## src/include/prsr_map.svh

```systemverilog
`ifndef PRSR_MAP_SVH
`define PRSR_MAP_SVH

// start-up times and derived counts at 250 MHz
`define PRSR_CLK_MHZ 250
`define PRSR_CMD_READY_US 1000
`define PRSR_MEAS_READY_US 2500
`define PRSR_CMD_READY_CYC (`PRSR_CMD_READY_US * `PRSR_CLK_MHZ)
`define PRSR_MEAS_READY_CYC (`PRSR_MEAS_READY_US * `PRSR_CLK_MHZ)
// default 7-bit target address
`define PRSR_ADDR_DEFAULT 7'h18
// status byte bit positions
`define PRSR_ST_POWERED 6
`define PRSR_ST_BUSY 5
`define PRSR_ST_MEMERR 2
`define PRSR_ST_SAT 0
// measurement command bytes
`define PRSR_CMD_MEAS 8'haa
`define PRSR_CMD_ARG 8'h00
// number of bytes in one readout
`define PRSR_READ_BYTES 4
// fifo shape
`define PRSR_FIFO_W 8
`define PRSR_FIFO_D 8

`endif

```

## src/include/prsr_pkg.sv

```systemverilog
package prsr_pkg;
  // one sampled result as taken from the conversion engine
  typedef struct packed {
    logic memerr;
    logic sat;
    logic [23:0] pressure;
  } prsr_result_t;

  // open-drain pin: drive low while oe is high
  typedef struct packed {
    logic o;
    logic oe;
  } prsr_od_t;

  typedef enum logic [3:0] {
    PRSR_IDLE, PRSR_ADDR, PRSR_ADDR_ACK, PRSR_TX, PRSR_TX_ACK,
    PRSR_RX, PRSR_RX_ACK, PRSR_IGNORE
  } prsr_bus_t;

  typedef enum logic [1:0] {
    PRSR_PWR_WAIT, PRSR_STANDBY, PRSR_CONVERT
  } prsr_pwr_t;
endpackage : prsr_pkg

```

## src/core/prsr_fifo.sv

```systemverilog
`timescale 1ns/100ps
`default_nettype none
module prsr_fifo
  import prsr_pkg::*;
#(
  parameter int WIDTH = 8,
  parameter int DEPTH = 8
) (
  input wire logic ref_clk, // core clock
  input wire logic rst, // sync reset, empties the queue; storage not cleared
  input wire logic [WIDTH-1:0] in_data, // write word
  input wire logic in_valid, // write request
  output logic in_ready, // space available
  output logic [WIDTH-1:0] out_data, // head word
  output logic out_valid, // head word present
  input wire logic out_ready // head consumed
);
  localparam int AW = $clog2(DEPTH);
  logic [WIDTH-1:0] mem_q [DEPTH];
  logic [AW-1:0] wr_q;
  logic [AW-1:0] rd_q;
  logic [AW:0] cnt_q;
  logic push;
  logic pop;

  // full and empty come from the occupancy count
  assign in_ready = (cnt_q != AW'(0) + (AW+1)'(DEPTH));
  assign out_valid = (cnt_q != '0);
  assign out_data = mem_q[rd_q];
  assign push = in_valid && in_ready;
  assign pop = out_valid && out_ready;

  // storage write
  always_ff @(posedge ref_clk) begin
    if (push) begin
      mem_q[wr_q] <= in_data;
    end
  end

  // pointers and count
  always_ff @(posedge ref_clk) begin
    if (rst) begin
      wr_q <= '0;
      rd_q <= '0;
      cnt_q <= '0;
    end else begin
      if (push) begin
        wr_q <= (wr_q == AW'(DEPTH - 1)) ? '0 : wr_q + 1'b1;
      end
      if (pop) begin
        rd_q <= (rd_q == AW'(DEPTH - 1)) ? '0 : rd_q + 1'b1;
      end
      cnt_q <= cnt_q + (AW+1)'(push) - (AW+1)'(pop);
    end
  end
endmodule : prsr_fifo
`default_nettype wire

```

## src/core/prsr_readout.sv

```systemverilog
`timescale 1ns/100ps
`default_nettype none
`include "prsr_map.svh"
module prsr_readout
  import prsr_pkg::*;
#(
  parameter logic [6:0] TARGET_ADDR = `PRSR_ADDR_DEFAULT,
  parameter int CMD_READY_CYC = `PRSR_CMD_READY_CYC,
  parameter int MEAS_READY_CYC = `PRSR_MEAS_READY_CYC
) (
  input wire logic ref_clk, // core clock, 250 MHz
  input wire logic rst, // sync reset, active high
  input wire logic sensor_reset_n, // reset pad, active low
  input wire logic scl_i, // shared clock pad level
  input wire logic sda_i, // shared data pad level
  output logic sda_oe, // pull data low while high
  output logic sda_o, // data pad drive value, always 0
  output logic scl_oe, // clock pad enable, always 0
  output logic eoc, // end of conversion
  output logic cmd_ready, // start-up done, commands accepted
  output logic meas_start, // pulse: conversion begins
  input wire logic meas_done, // pulse from conversion engine
  input wire logic [23:0] meas_pressure, // compensated result
  input wire logic meas_sat, // math saturation seen
  input wire logic memerr, // power-up checksum failed
  output logic [7:0] status // current status byte
);
  // *****************************************
  // pad synchronisers
  // *****************************************
  logic [1:0] scl_s_q;
  logic [1:0] sda_s_q;
  logic [1:0] rstn_s_q;
  logic scl_d_q;
  logic sda_d_q;
  logic rstn_d_q;

  // two flops before any pad is read; keeps up with fast mode
  always_ff @(posedge ref_clk) begin
    if (rst) begin
      scl_s_q <= 2'h3;
      sda_s_q <= 2'h3;
      rstn_s_q <= 2'h3;
      scl_d_q <= 1'b1;
      sda_d_q <= 1'b1;
      rstn_d_q <= 1'b1;
    end else begin
      scl_s_q <= {scl_s_q[0], scl_i};
      sda_s_q <= {sda_s_q[0], sda_i};
      rstn_s_q <= {rstn_s_q[0], sensor_reset_n};
      scl_d_q <= scl_s_q[1];
      sda_d_q <= sda_s_q[1];
      rstn_d_q <= rstn_s_q[1];
    end
  end

  logic scl_rise;
  logic scl_fall;
  logic bus_start;
  logic bus_stop;
  logic pad_rst;
  assign scl_rise = scl_s_q[1] && !scl_d_q;
  assign scl_fall = !scl_s_q[1] && scl_d_q;
  assign bus_start = scl_s_q[1] && scl_d_q && sda_d_q && !sda_s_q[1];
  assign bus_stop = scl_s_q[1] && scl_d_q && !sda_d_q && sda_s_q[1];
  // low level on the pad holds the whole sensor in reset
  assign pad_rst = !rstn_s_q[1];
  logic srst;
  assign srst = rst || pad_rst;

  // *****************************************
  // power-up sequence and conversion control
  // *****************************************
  prsr_pwr_t pwr_q;
  logic [31:0] up_q;
  logic cmd_ok_q;
  logic meas_ok_q;
  logic go_q;
  logic sat_q;
  logic memerr_q;
  logic [23:0] press_q;

  // start-up counter restarts on every reset, pad or core
  always_ff @(posedge ref_clk) begin
    if (srst) begin
      up_q <= '0;
      cmd_ok_q <= 1'b0;
      meas_ok_q <= 1'b0;
    end else begin
      if (!meas_ok_q) begin
        up_q <= up_q + 32'h1;
      end
      if (up_q == 32'(CMD_READY_CYC - 1)) begin
        cmd_ok_q <= 1'b1;
      end
      if (up_q == 32'(MEAS_READY_CYC - 1)) begin
        meas_ok_q <= 1'b1;
      end
    end
  end

  // checksum flag is captured once, after reset release
  always_ff @(posedge ref_clk) begin
    if (srst) begin
      memerr_q <= 1'b0;
    end else if (up_q == 32'h0) begin
      memerr_q <= memerr;
    end
  end

  // standby, converting, back to standby on its own
  always_ff @(posedge ref_clk) begin
    if (srst) begin
      pwr_q <= PRSR_PWR_WAIT;
      meas_start <= 1'b0;
      eoc <= 1'b0;
      sat_q <= 1'b0;
      press_q <= '0;
    end else begin
      meas_start <= 1'b0;
      case (pwr_q)
        PRSR_PWR_WAIT: begin
          if (meas_ok_q) begin
            pwr_q <= PRSR_STANDBY;
          end
        end
        PRSR_STANDBY: begin
          if (go_q) begin
            pwr_q <= PRSR_CONVERT;
            meas_start <= 1'b1;
            eoc <= 1'b0;
          end
        end
        PRSR_CONVERT: begin
          if (meas_done) begin
            pwr_q <= PRSR_STANDBY;
            press_q <= meas_pressure;
            sat_q <= meas_sat;
            eoc <= 1'b1;
          end
        end
        default: pwr_q <= PRSR_PWR_WAIT;
      endcase
    end
  end

  logic busy;
  assign busy = (pwr_q != PRSR_STANDBY);
  logic [7:0] status_d;
  // unlisted bits read zero
  always_comb begin
    status_d = 8'h00;
    status_d[`PRSR_ST_POWERED] = 1'b1;
    status_d[`PRSR_ST_BUSY] = busy;
    status_d[`PRSR_ST_MEMERR] = memerr_q;
    status_d[`PRSR_ST_SAT] = sat_q;
  end

  always_ff @(posedge ref_clk) begin
    if (rst) begin
      status <= 8'h00;
      cmd_ready <= 1'b0;
    end else begin
      status <= pad_rst ? 8'h00 : status_d;
      cmd_ready <= cmd_ok_q && !pad_rst;
    end
  end

  // *****************************************
  // i2c target engine
  // *****************************************
  prsr_bus_t bus_q;
  logic [7:0] sh_q;
  logic [2:0] bit_q;
  logic [1:0] byte_q;
  logic [1:0] cmd_q;
  logic rd_q;
  logic sda_oe_q;
  logic load;
  logic [7:0] fifo_out;
  logic fifo_valid;
  logic fifo_in_ready;
  logic fifo_pop;
  logic fifo_push;
  logic [7:0] fifo_in;

  // readout bytes queue: status then pressure msb first
  always_comb begin
    fifo_in = status_d;
    if (byte_q == 2'h1) begin
      fifo_in = press_q[23:16];
    end else if (byte_q == 2'h2) begin
      fifo_in = press_q[15:8];
    end else if (byte_q == 2'h3) begin
      fifo_in = press_q[7:0];
    end
  end

  // bytes are snapshotted into the fifo as the address is accepted
  logic [2:0] fill_q;
  assign fifo_push = (fill_q != 3'h0) && fifo_in_ready;
  assign load = (bus_q == PRSR_ADDR_ACK) && scl_fall;

  prsr_fifo #(
    .WIDTH(`PRSR_FIFO_W),
    .DEPTH(`PRSR_FIFO_D)
  ) u_fifo (
    .ref_clk(ref_clk),
    .rst(srst || bus_start || bus_stop),
    .in_data(fifo_in),
    .in_valid(fifo_push),
    .in_ready(fifo_in_ready),
    .out_data(fifo_out),
    .out_valid(fifo_valid),
    .out_ready(fifo_pop)
  );
  assign fifo_pop = load || ((bus_q == PRSR_TX_ACK) && scl_rise && !sda_d_q
    && fifo_valid);

  // bus state, one bit per scl clock; device only answers, never starts
  always_ff @(posedge ref_clk) begin
    if (srst || bus_stop) begin
      bus_q <= PRSR_IDLE;
      sda_oe_q <= 1'b0;
      bit_q <= '0;
      sh_q <= '0;
      rd_q <= 1'b0;
      byte_q <= '0;
      fill_q <= '0;
      cmd_q <= '0;
      go_q <= 1'b0;
    end else if (bus_start) begin
      bus_q <= PRSR_ADDR;
      sh_q <= '0; // a repeated start must not see stale bits
      sda_oe_q <= 1'b0;
      bit_q <= '0;
      go_q <= 1'b0;
      cmd_q <= '0;
    end else begin
      go_q <= 1'b0;
      if (fifo_push) begin
        fill_q <= fill_q - 3'h1;
        byte_q <= byte_q + 2'h1;
      end
      case (bus_q)
        PRSR_ADDR, PRSR_RX: begin
          if (scl_rise) begin
            sh_q <= {sh_q[6:0], sda_d_q};
            bit_q <= bit_q + 3'h1;
          end
          if (scl_fall && bit_q == 3'h0 && bus_q == PRSR_ADDR
              && sh_q[7:1] != 7'h0) begin
            rd_q <= sh_q[0];
            if (sh_q[7:1] == TARGET_ADDR && (cmd_ok_q || sh_q[0])) begin
              bus_q <= PRSR_ADDR_ACK;
              sda_oe_q <= 1'b1;
              if (sh_q[0]) begin
                fill_q <= 3'(`PRSR_READ_BYTES);
                byte_q <= '0;
              end
            end else begin
              bus_q <= PRSR_IGNORE;
            end
          end else if (scl_fall && bit_q == 3'h0 && bus_q == PRSR_RX) begin
            bus_q <= PRSR_RX_ACK;
            sda_oe_q <= 1'b1;
            // aa 00 00 sequence; ignored while converting
            if (cmd_q == 2'h0 && sh_q == `PRSR_CMD_MEAS) begin
              cmd_q <= 2'h1;
            end else if (cmd_q != 2'h0 && sh_q == `PRSR_CMD_ARG) begin
              cmd_q <= cmd_q + 2'h1;
              go_q <= (cmd_q == 2'h2) && !busy && meas_ok_q;
            end else begin
              cmd_q <= 2'h0;
            end
          end
        end
        PRSR_ADDR_ACK, PRSR_RX_ACK: begin
          if (scl_fall) begin
            bit_q <= '0;
            sh_q <= '0;
            if (rd_q) begin
              bus_q <= PRSR_TX;
              sda_oe_q <= !fifo_out[7];
              sh_q <= {fifo_out[6:0], 1'b1};
              bit_q <= 3'h1;
            end else begin
              bus_q <= PRSR_RX;
              sda_oe_q <= 1'b0;
            end
          end
        end
        PRSR_TX: begin
          if (scl_fall) begin
            if (bit_q == 3'h0) begin
              bus_q <= PRSR_TX_ACK;
              sda_oe_q <= 1'b0;
            end else begin
              sda_oe_q <= !sh_q[7];
              sh_q <= {sh_q[6:0], 1'b1};
              bit_q <= bit_q + 3'h1;
            end
          end
        end
        PRSR_TX_ACK: begin
          // nack ends the read; past the fourth byte send ones
          if (scl_rise) begin
            bus_q <= sda_d_q ? PRSR_IGNORE : PRSR_TX_ACK;
            sh_q <= fifo_valid ? fifo_out : 8'hff;
          end
          if (scl_fall && bus_q == PRSR_TX_ACK) begin
            bus_q <= PRSR_TX;
            sda_oe_q <= !sh_q[7];
            sh_q <= {sh_q[6:0], 1'b1};
            bit_q <= 3'h1;
          end
        end
        default: sda_oe_q <= 1'b0;
      endcase
    end
  end

  // open-drain only: data released or pulled low, clock never driven
  always_ff @(posedge ref_clk) begin
    if (rst) begin
      sda_oe <= 1'b0;
      sda_o <= 1'b0;
      scl_oe <= 1'b0;
    end else begin
      sda_oe <= sda_oe_q && !pad_rst;
      sda_o <= 1'b0;
      scl_oe <= 1'b0;
    end
  end
endmodule : prsr_readout
`default_nettype wire

```

## config.mk

```make
export PLATFORM = sky130hd
export DESIGN_NAME = prsr_readout
export DESIGN_NICKNAME = d
export VERILOG_FILES = /design/src/include/prsr_pkg.sv /design/src/core/prsr_fifo.sv /design/src/core/prsr_readout.sv
export VERILOG_INCLUDE_DIRS = /design/src /design/src/include
export SDC_FILE = /design/constraint.sdc
export NUM_CORES = 1
export LEC_CHECK = 0
export BUFFER_PORTS_ARGS = -buffer_cell sky130_fd_sc_hd__buf_2
export CORE_MARGIN = 4
export CORE_UTILIZATION = 50
export CTS_CLUSTER_DIAMETER = 150
export DETAILED_ROUTE_END_ITERATION = 8
export GPL_ROUTABILITY_DRIVEN = 0
export PLACE_DENSITY = 0.77
export SYNTH_ARGS = -nofsm -noshare
export SYNTH_HDL_FRONTEND = slang
export SYNTH_SLANG_ARGS = --single-unit
```

## constraint.sdc

```tcl
create_clock -name ref_clk -period 5.4 [get_ports ref_clk]
set_clock_uncertainty 0.2 [all_clocks]
set_input_delay 1.08 -clock ref_clk [delete_from_list [all_inputs] [get_ports ref_clk]]
set_output_delay 1.08 -clock ref_clk [all_outputs]
set_load 0.02 [all_outputs]
```

# ---- After elaboration in Yosys (flattened, before gate mapping)
# Memories as Yosys holds them, arrays and structs flattened. A register that Yosys moved wholly into a read port is not among the register bits.
# Index checks and enable logic that the tools add are counted.
# W data, S select, Z words.
dict set report totals {
  register_bits 117
  ram_bits 64
  out_inout_bits 14
  wordCells 220
  n_memories 1
}
dict set report classes {
  add_sub_neg 9
  eq_ne 37
  mux 67
  bitwise_logic 7
  reduce_logical 68
}
# memory depth width read_ports rd_ports_with_merged_regs wr line
set mem_list {}
lappend mem_list {u_fifo.mem_q 8 8 1 1 1 prsr_fifo.sv:19} ;# logic [WIDTH-1:0] mem_q [DEPTH];
# op count
set ops {}
lappend ops {{$mux W8} 11}
lappend ops {{$mux W3} 16}
lappend ops {{$add A32 B1 Y32 const B} 1}
lappend ops {{$eq A32 B18 Y1 const B} 1}
lappend ops {{$eq A32 B20 Y1 const B} 1}
lappend ops {{$logic_not A32 Y1} 1}
lappend ops {{$pmux W8 S4} 1}
lappend ops {{$mux W4} 7}
lappend ops {{$logic_and A1 B1 Y1} 26}
lappend ops {{$reduce_and A6 Y1} 4}
lappend ops {{$mux W2} 11}
lappend ops {{$ne A2 B2 Y1 const B} 8}
lappend ops {{$pmux W4 S4} 1}
lappend ops {{$mux W1} 15}
lappend ops {{$ne A3 B3 Y1 const B} 5}
lappend ops {{$eq A4 B3 Y1 const B} 3}
lappend ops {{$pmux W3 S4} 1}
lappend ops {{$reduce_and A3 Y1} 4}
lappend ops {{$reduce_or A2 Y1} 5}
lappend ops {{$add A3 B1 Y3 const B} 3}
lappend ops {{$eq A2 B2 Y1 const B} 4}
lappend ops {{$eq A4 B2 Y1 const B} 2}
lappend ops {{$eq A8 B8 Y1 const B} 1}
lappend ops {{$logic_not A1 Y1} 8}
lappend ops {{other kinds (29)} 48}

# ---- Longest topological paths before layout
dict set report logic_depth {
  depth_word 9
  mapped_depth 13
}

# ---- Modules after synthesis
# From an unflattened synthesis, not the netlist that was laid out.
dict set report unflattened {
  hier_cells 809
  hier_area_um2 8280.4
}
# module instances cells_each area_each_um2 seq_area_each_um2
set by_module_without_submodules {}
lappend by_module_without_submodules {prsr_readout 1 640 5092.4 2042.0}
lappend by_module_without_submodules {prsr_fifo 1 169 3188.1 2182.1}

# ---- Worst setup path after synthesis
# Ideal clock, no wire load.
dict set report synth_path {
  path_kind {register to register}
  startpoint {reg bus_q[0]}
  endpoint {reg u_fifo.cnt_q[2]}
  setup_ns 0.114
  arrival_ns 2.288
  required_time_ns 5.086
  setup_slack_ns 2.798
  path_stages_with_launch 14
  path_buffers 0
  path_cell_list {dfxtp_1 > inv_1 > ha_1 > nand2_1 > o32ai_1 > nand2_1 > inv_1 > ha_1 > inv_1 > ha_1 > inv_1 > fa_1 > xor2_1 > nor2_1}
}
dict set report synth_via {
  elab_chain_cells 7
  word_cells_on_any_way 9
  cone_classes {1 x add/sub; 2 x eq/ne; 6 x reduce/logical}
}
# element line
set synth_rtl {}
lappend synth_rtl {{from (decl)} prsr_readout.sv:172} ;# prsr_bus_t bus_q;
lappend synth_rtl {{from (signal assigned)} prsr_readout.sv:308} ;# bus_q <= sda_d_q ? PRSR_IGNORE : PRSR_TX_ACK;
lappend synth_rtl {{$eq A4 B3 Y1} prsr_readout.sv:217} ;# assign fifo_pop = load || ((bus_q == PRSR_TX_ACK) && scl_rise && !sda_d_q
lappend synth_rtl {{$logic_and A1 B1 Y1 (2 in a row)} prsr_readout.sv:217}
lappend synth_rtl {{$logic_and A1 B1 Y1} prsr_readout.sv:218} ;# && fifo_valid);
lappend synth_rtl {{$logic_or A1 B1 Y1 *} prsr_readout.sv:217}
lappend synth_rtl {{$logic_and A1 B1 Y1 *} prsr_fifo.sv:31} ;# assign pop = out_valid && out_ready;
lappend synth_rtl {{$sub A4 B1 Y4 *} prsr_fifo.sv:53} ;# cnt_q <= cnt_q + (AW+1)'(push) - (AW+1)'(pop);
lappend synth_rtl {{to (signal assigned)} prsr_fifo.sv:53}
lappend synth_rtl {{to (decl)} prsr_fifo.sv:22} ;# logic [AW:0] cnt_q;
# Every way passes the cells marked *; elsewhere a longest branch is shown, timed or not.
# A chain may end at the register's enable or synchronous reset.

# ---- Final worst setup path
dict set report layout_path {
  startpoint {reg bus_q[0]}
  endpoint {reg u_fifo.cnt_q[3]}
}
# The elaborated chain is that of the path after synthesis.

==> results.py <==
metrics = {
    "worst_setup_path": {
        "path_delay_family": "compound AO/OA/AOI/OAI gates",
        "reg2reg_slack_ns": 2.45,
        "cp.required_ns": 5.52,
        "crit_cells": 13,
        "worst-setup-path-type": "flip-flop to flip-flop",
        "slowest_delay_ns": 0.40,
        "critPathSlowestCell": "o32ai_1",
        "r2r_start": "bus_q[0]",
        "crit_path_end": "u_fifo.cnt_q[3]",
        "r2r_end": "u_fifo.cnt_q[3]",
        "worstPathCellList": "inv_1, ha_1, nand2_1, o32ai_1, nand2_1, inv_1, ha_1, inv_1, ha_1, a21o_1, a21oi_1, xnor2_1, nor2_1",
        "crit_buf_inv": 3,
        "crit_fanout": 8,
        "end_kind": "flip-flop",
        "cp-start-kind": "flip-flop",
        "critPathLaunch": "bus_q[0]",
        "rr_worst_depth": 13,
        "crit_arrival_ns": 3.07,
    },
    "synth": {
        "yosys_most_used_dff": "dfxtp_1",
        "seq_area_frac_synth_pct": 51.9,
        "synth_edf_count": 64,
        "ys_warn_count": 0,
        "syn_area_um2": 8140,
        "syn_inst": 820,
        "ys_types": 70,
        "async_flop_share_pct": 0,
        "avgSynthCellArea_um2": 9.92,
        "ys_seq_elements": 179,
    },
    "global_routing": {
        "antenna_found_initial": 0,
        "grt_first_pass_wirelength_um": 28900,
        "grt_max_degree": 67,
        "top_usage_layer": "met2",
        "met1_usage_pct": 26.3,
        "first_global_vias": 5788,
        "gr-total-overflow": 0,
        "met3_usage_pct": 2.97,
        "grt.total_usage_pct": 19.6,
        "grtUsageMet2_pct": 32.2,
    },
    "cts": {
        "clk_path_buf_depth": 2,
        "cts-root-buf": "clkbuf_16",
        "clock_sink_count": 179,
        "cts_hold_buf": 0,
        "cts_buffers": 17,
        "clock_latency_ns": 0.43,
        "clk_pin_slew_ns": 0.07,
        "cts_tree": "done",
        "post_cts_buffers": 0,
        "post_cts_resized": 0,
        "htree_levels": 4,
    },
    "sta": {
        "setup_violations": 0,
        "post-route-period-util_pct": 54.6,
        "hold_viol_final": 0,
        "maxSlewHeadroom_pct": 30.1,
        "worstMarginPinSlew_ns": 1.04,
        "fmax_mhz": 339,
        "drv_slew": 0,
        "hold_slack_ns": 0.215,
        "tns_ns": 0,
        "fin_crit_ns": 2.95,
        "rsz0062_at_grt": "false",
    },
    "drt": {
        "post_drt_wl_per_cell_um": 15.8,
        "vias": 6040,
        "drt_first_pass_iters": 8,
        "drtIter0Drc": 346,
        "drc": 0,
        "ant_nets": 0,
        "totalWireLength_um": 17100,
        "post_drt_via_cell_ratio": 5.58,
    },
    "power": {
        "intPower_mw": 2.53,
        "comb_power_share_pct": 19.1,
        "switching_share_pct": 28.9,
        "seqPwrFrac_pct": 45.0,
        "p_switching_mw": 1.03,
        "p_leak_nw": 3.25,
        "clkPwrFrac_pct": 35.9,
        "ir_drop_mv": 0.235,
        "power.density_nw_per_um2": 389,
        "totalPowerFinal_mw": 3.55,
    },
    "finish": {
        "fin_util_pct": 57.5,
        "regArea_um2": 4220,
        "drive_above_1_share_pct": 12.9,
        "final_nets": 912,
        "diodes": 0,
        "fillers": 1374,
        "final_cells": 1083,
        "multiInputGateArea_um2": 3630,
        "areaGrowthSynthToFinish_pct": 12.2,
    },
    "floorplan": {
        "start_util_pct": 51.2,
        "die_width_um": 136,
        "core.rowCount": 46,
        "die_area_um2": 18400,
        "ios": 46,
        "core-area_um2": 15900,
        "die_h_um": 136,
    },
    "place": {
        "place_inst": 1051,
        "port_buffers": 39,
        "dp_hpwl_um": 11600,
    },
    "flow_run": {
        "max_cap_viol_count": 0,
    },
    "run_status": {
        "status": "completed",
    },
    "min_path": {
        "hold_class": "flip-flop to flip-flop",
    },
}
[registers in the layout, summed over array words and instances (netlist names), 2 cells and up, named ones only]
| name | flops |
|---|---|
| bus_q | 3 |
| pwr_q | 2 |
| sda_s_q | 2 |
| byte_q | 2 |
| scl_s_q | 2 |
| sh_q | 8 |
| u_fifo.cnt_q | 4 |
| u_fifo.wr_q | 3 |
| press_q | 24 |
| status | 4 |
| bit_q | 3 |
| cmd_q | 2 |
| fill_q | 3 |
| rstn_s_q | 2 |
| up_q | 32 |
| u_fifo.mem_q | 64 |
| u_fifo.rd_q | 3 |
[worst min-delay path by stage]
stage	start	to	slack, ns	cells past startpoint
after floorplan	rstn_s_q[0]	rstn_s_q[1]	0.19	1
after global placement	rstn_s_q[0]	rstn_s_q[1]	0.20	1
after detailed placement	scl_s_q[0]	scl_s_q[1]	0.20	1
after CTS	scl_s_q[0]	scl_s_q[1]	0.22	1
after global routing	scl_s_q[0]	scl_s_q[1]	0.22	1
final	scl_s_q[0]	scl_s_q[1]	0.21	1
[power groups by stage]
stage	clock network [mW]	logic [mW]	registers, mW
4_1_cts	1.29	0.678	1.60
2_1_floorplan	0	0.494	1.61
5_1_grt	1.34	0.765	1.61
3_3_place_gp	0	0.655	1.62
6_report	1.27	0.680	1.60
3_5_place_dp	0	0.671	1.63
[metrics by stage]
stage	worst slack, ns	instance area, um2
after detailed placement	2.35	8510
after global placement	2.45	8510
final	2.45	9130
after CTS	2.44	9130
after global routing	2.18	9130
after floorplan	2.80	8150
[routing by layer]
metal	part of all wire, %	up-vias
met5	0	-
met4	1.9	0
met3	4.8	29
met2	48	158
li1	-	2994
met1	45	2859
[kinds of logic (layout without fill, tap and decap cells)]
group,Yosys count,in the layout,share of synthesized area [%]
AND/OR/NAND/NOR,319,319,20.0
other,1,6,0.0461
XOR/XNOR,33,33,3.55
multiplexers,40,40,5.34
flip-flops,179,179,51.9
AO/OA/AOI/OAI,153,153,11.4
adder cells (fa/ha/maj),26,26,4.09
buffers and inverters,69,111,3.69
[layout by cell type (no fill, tap or decap), types with 6 or more instances in the layout]
cell	synthesis	final
a211oi_1	11	11
a21oi_1	63	63
a221oi_1	7	7
and2_1	8	8
and3_1	8	8
buf_2	3	39
buf_4	6	9
clkbuf_16	0	19
conb_1	1	6
dfxtp_1	115	115
edfxtp_1	64	64
ha_1	25	25
inv_1	30	30
mux2_2	17	17
mux2i_1	22	22
nand2_1	97	97
nand2b_1	8	7
nand3_1	22	22
nand4_1	13	13
nand4b_1	8	8
nor2_1	77	77
nor2b_1	6	6
nor3_1	17	17
nor4_1	11	11
o21ai_0	34	34
o22ai_1	7	7
or2_2	10	10
xnor2_1	10	10
xor2_1	23	23
[cells in the mapped netlist (10+ instances only)]
cell type  instances  area (um2)
xnor2_1           10        87.6
a21oi_1           63         315
a211oi_1          11        82.6
nor3_1            17        85.1
edfxtp_1          64        1920
or2_2             10        62.6
o21ai_0           34         170
clkbuf_1          24        90.1
nor2_1            77         289
xor2_1            23         201
mux2i_1           22         220
ha_1              25         313
nand4_1           13        81.3
nand2_1           97         364
inv_1             30         113
nor4_1            11        68.8
dfxtp_1          115        2300
nand3_1           22         110
mux2_2            17         191
[cell type report]
class                           instances  share of cell area [%]
Tap cell                              216                    2.96
Sequential cell                       179                    46.3
Clock inverter                         12                    1.60
Inverter                               31                    1.27
Multi-Input combinational cell        577                    39.8
Timing Repair Buffer                   48                    2.88
Clock buffer                           20                    5.25
(Power assumes the default switching activity.)
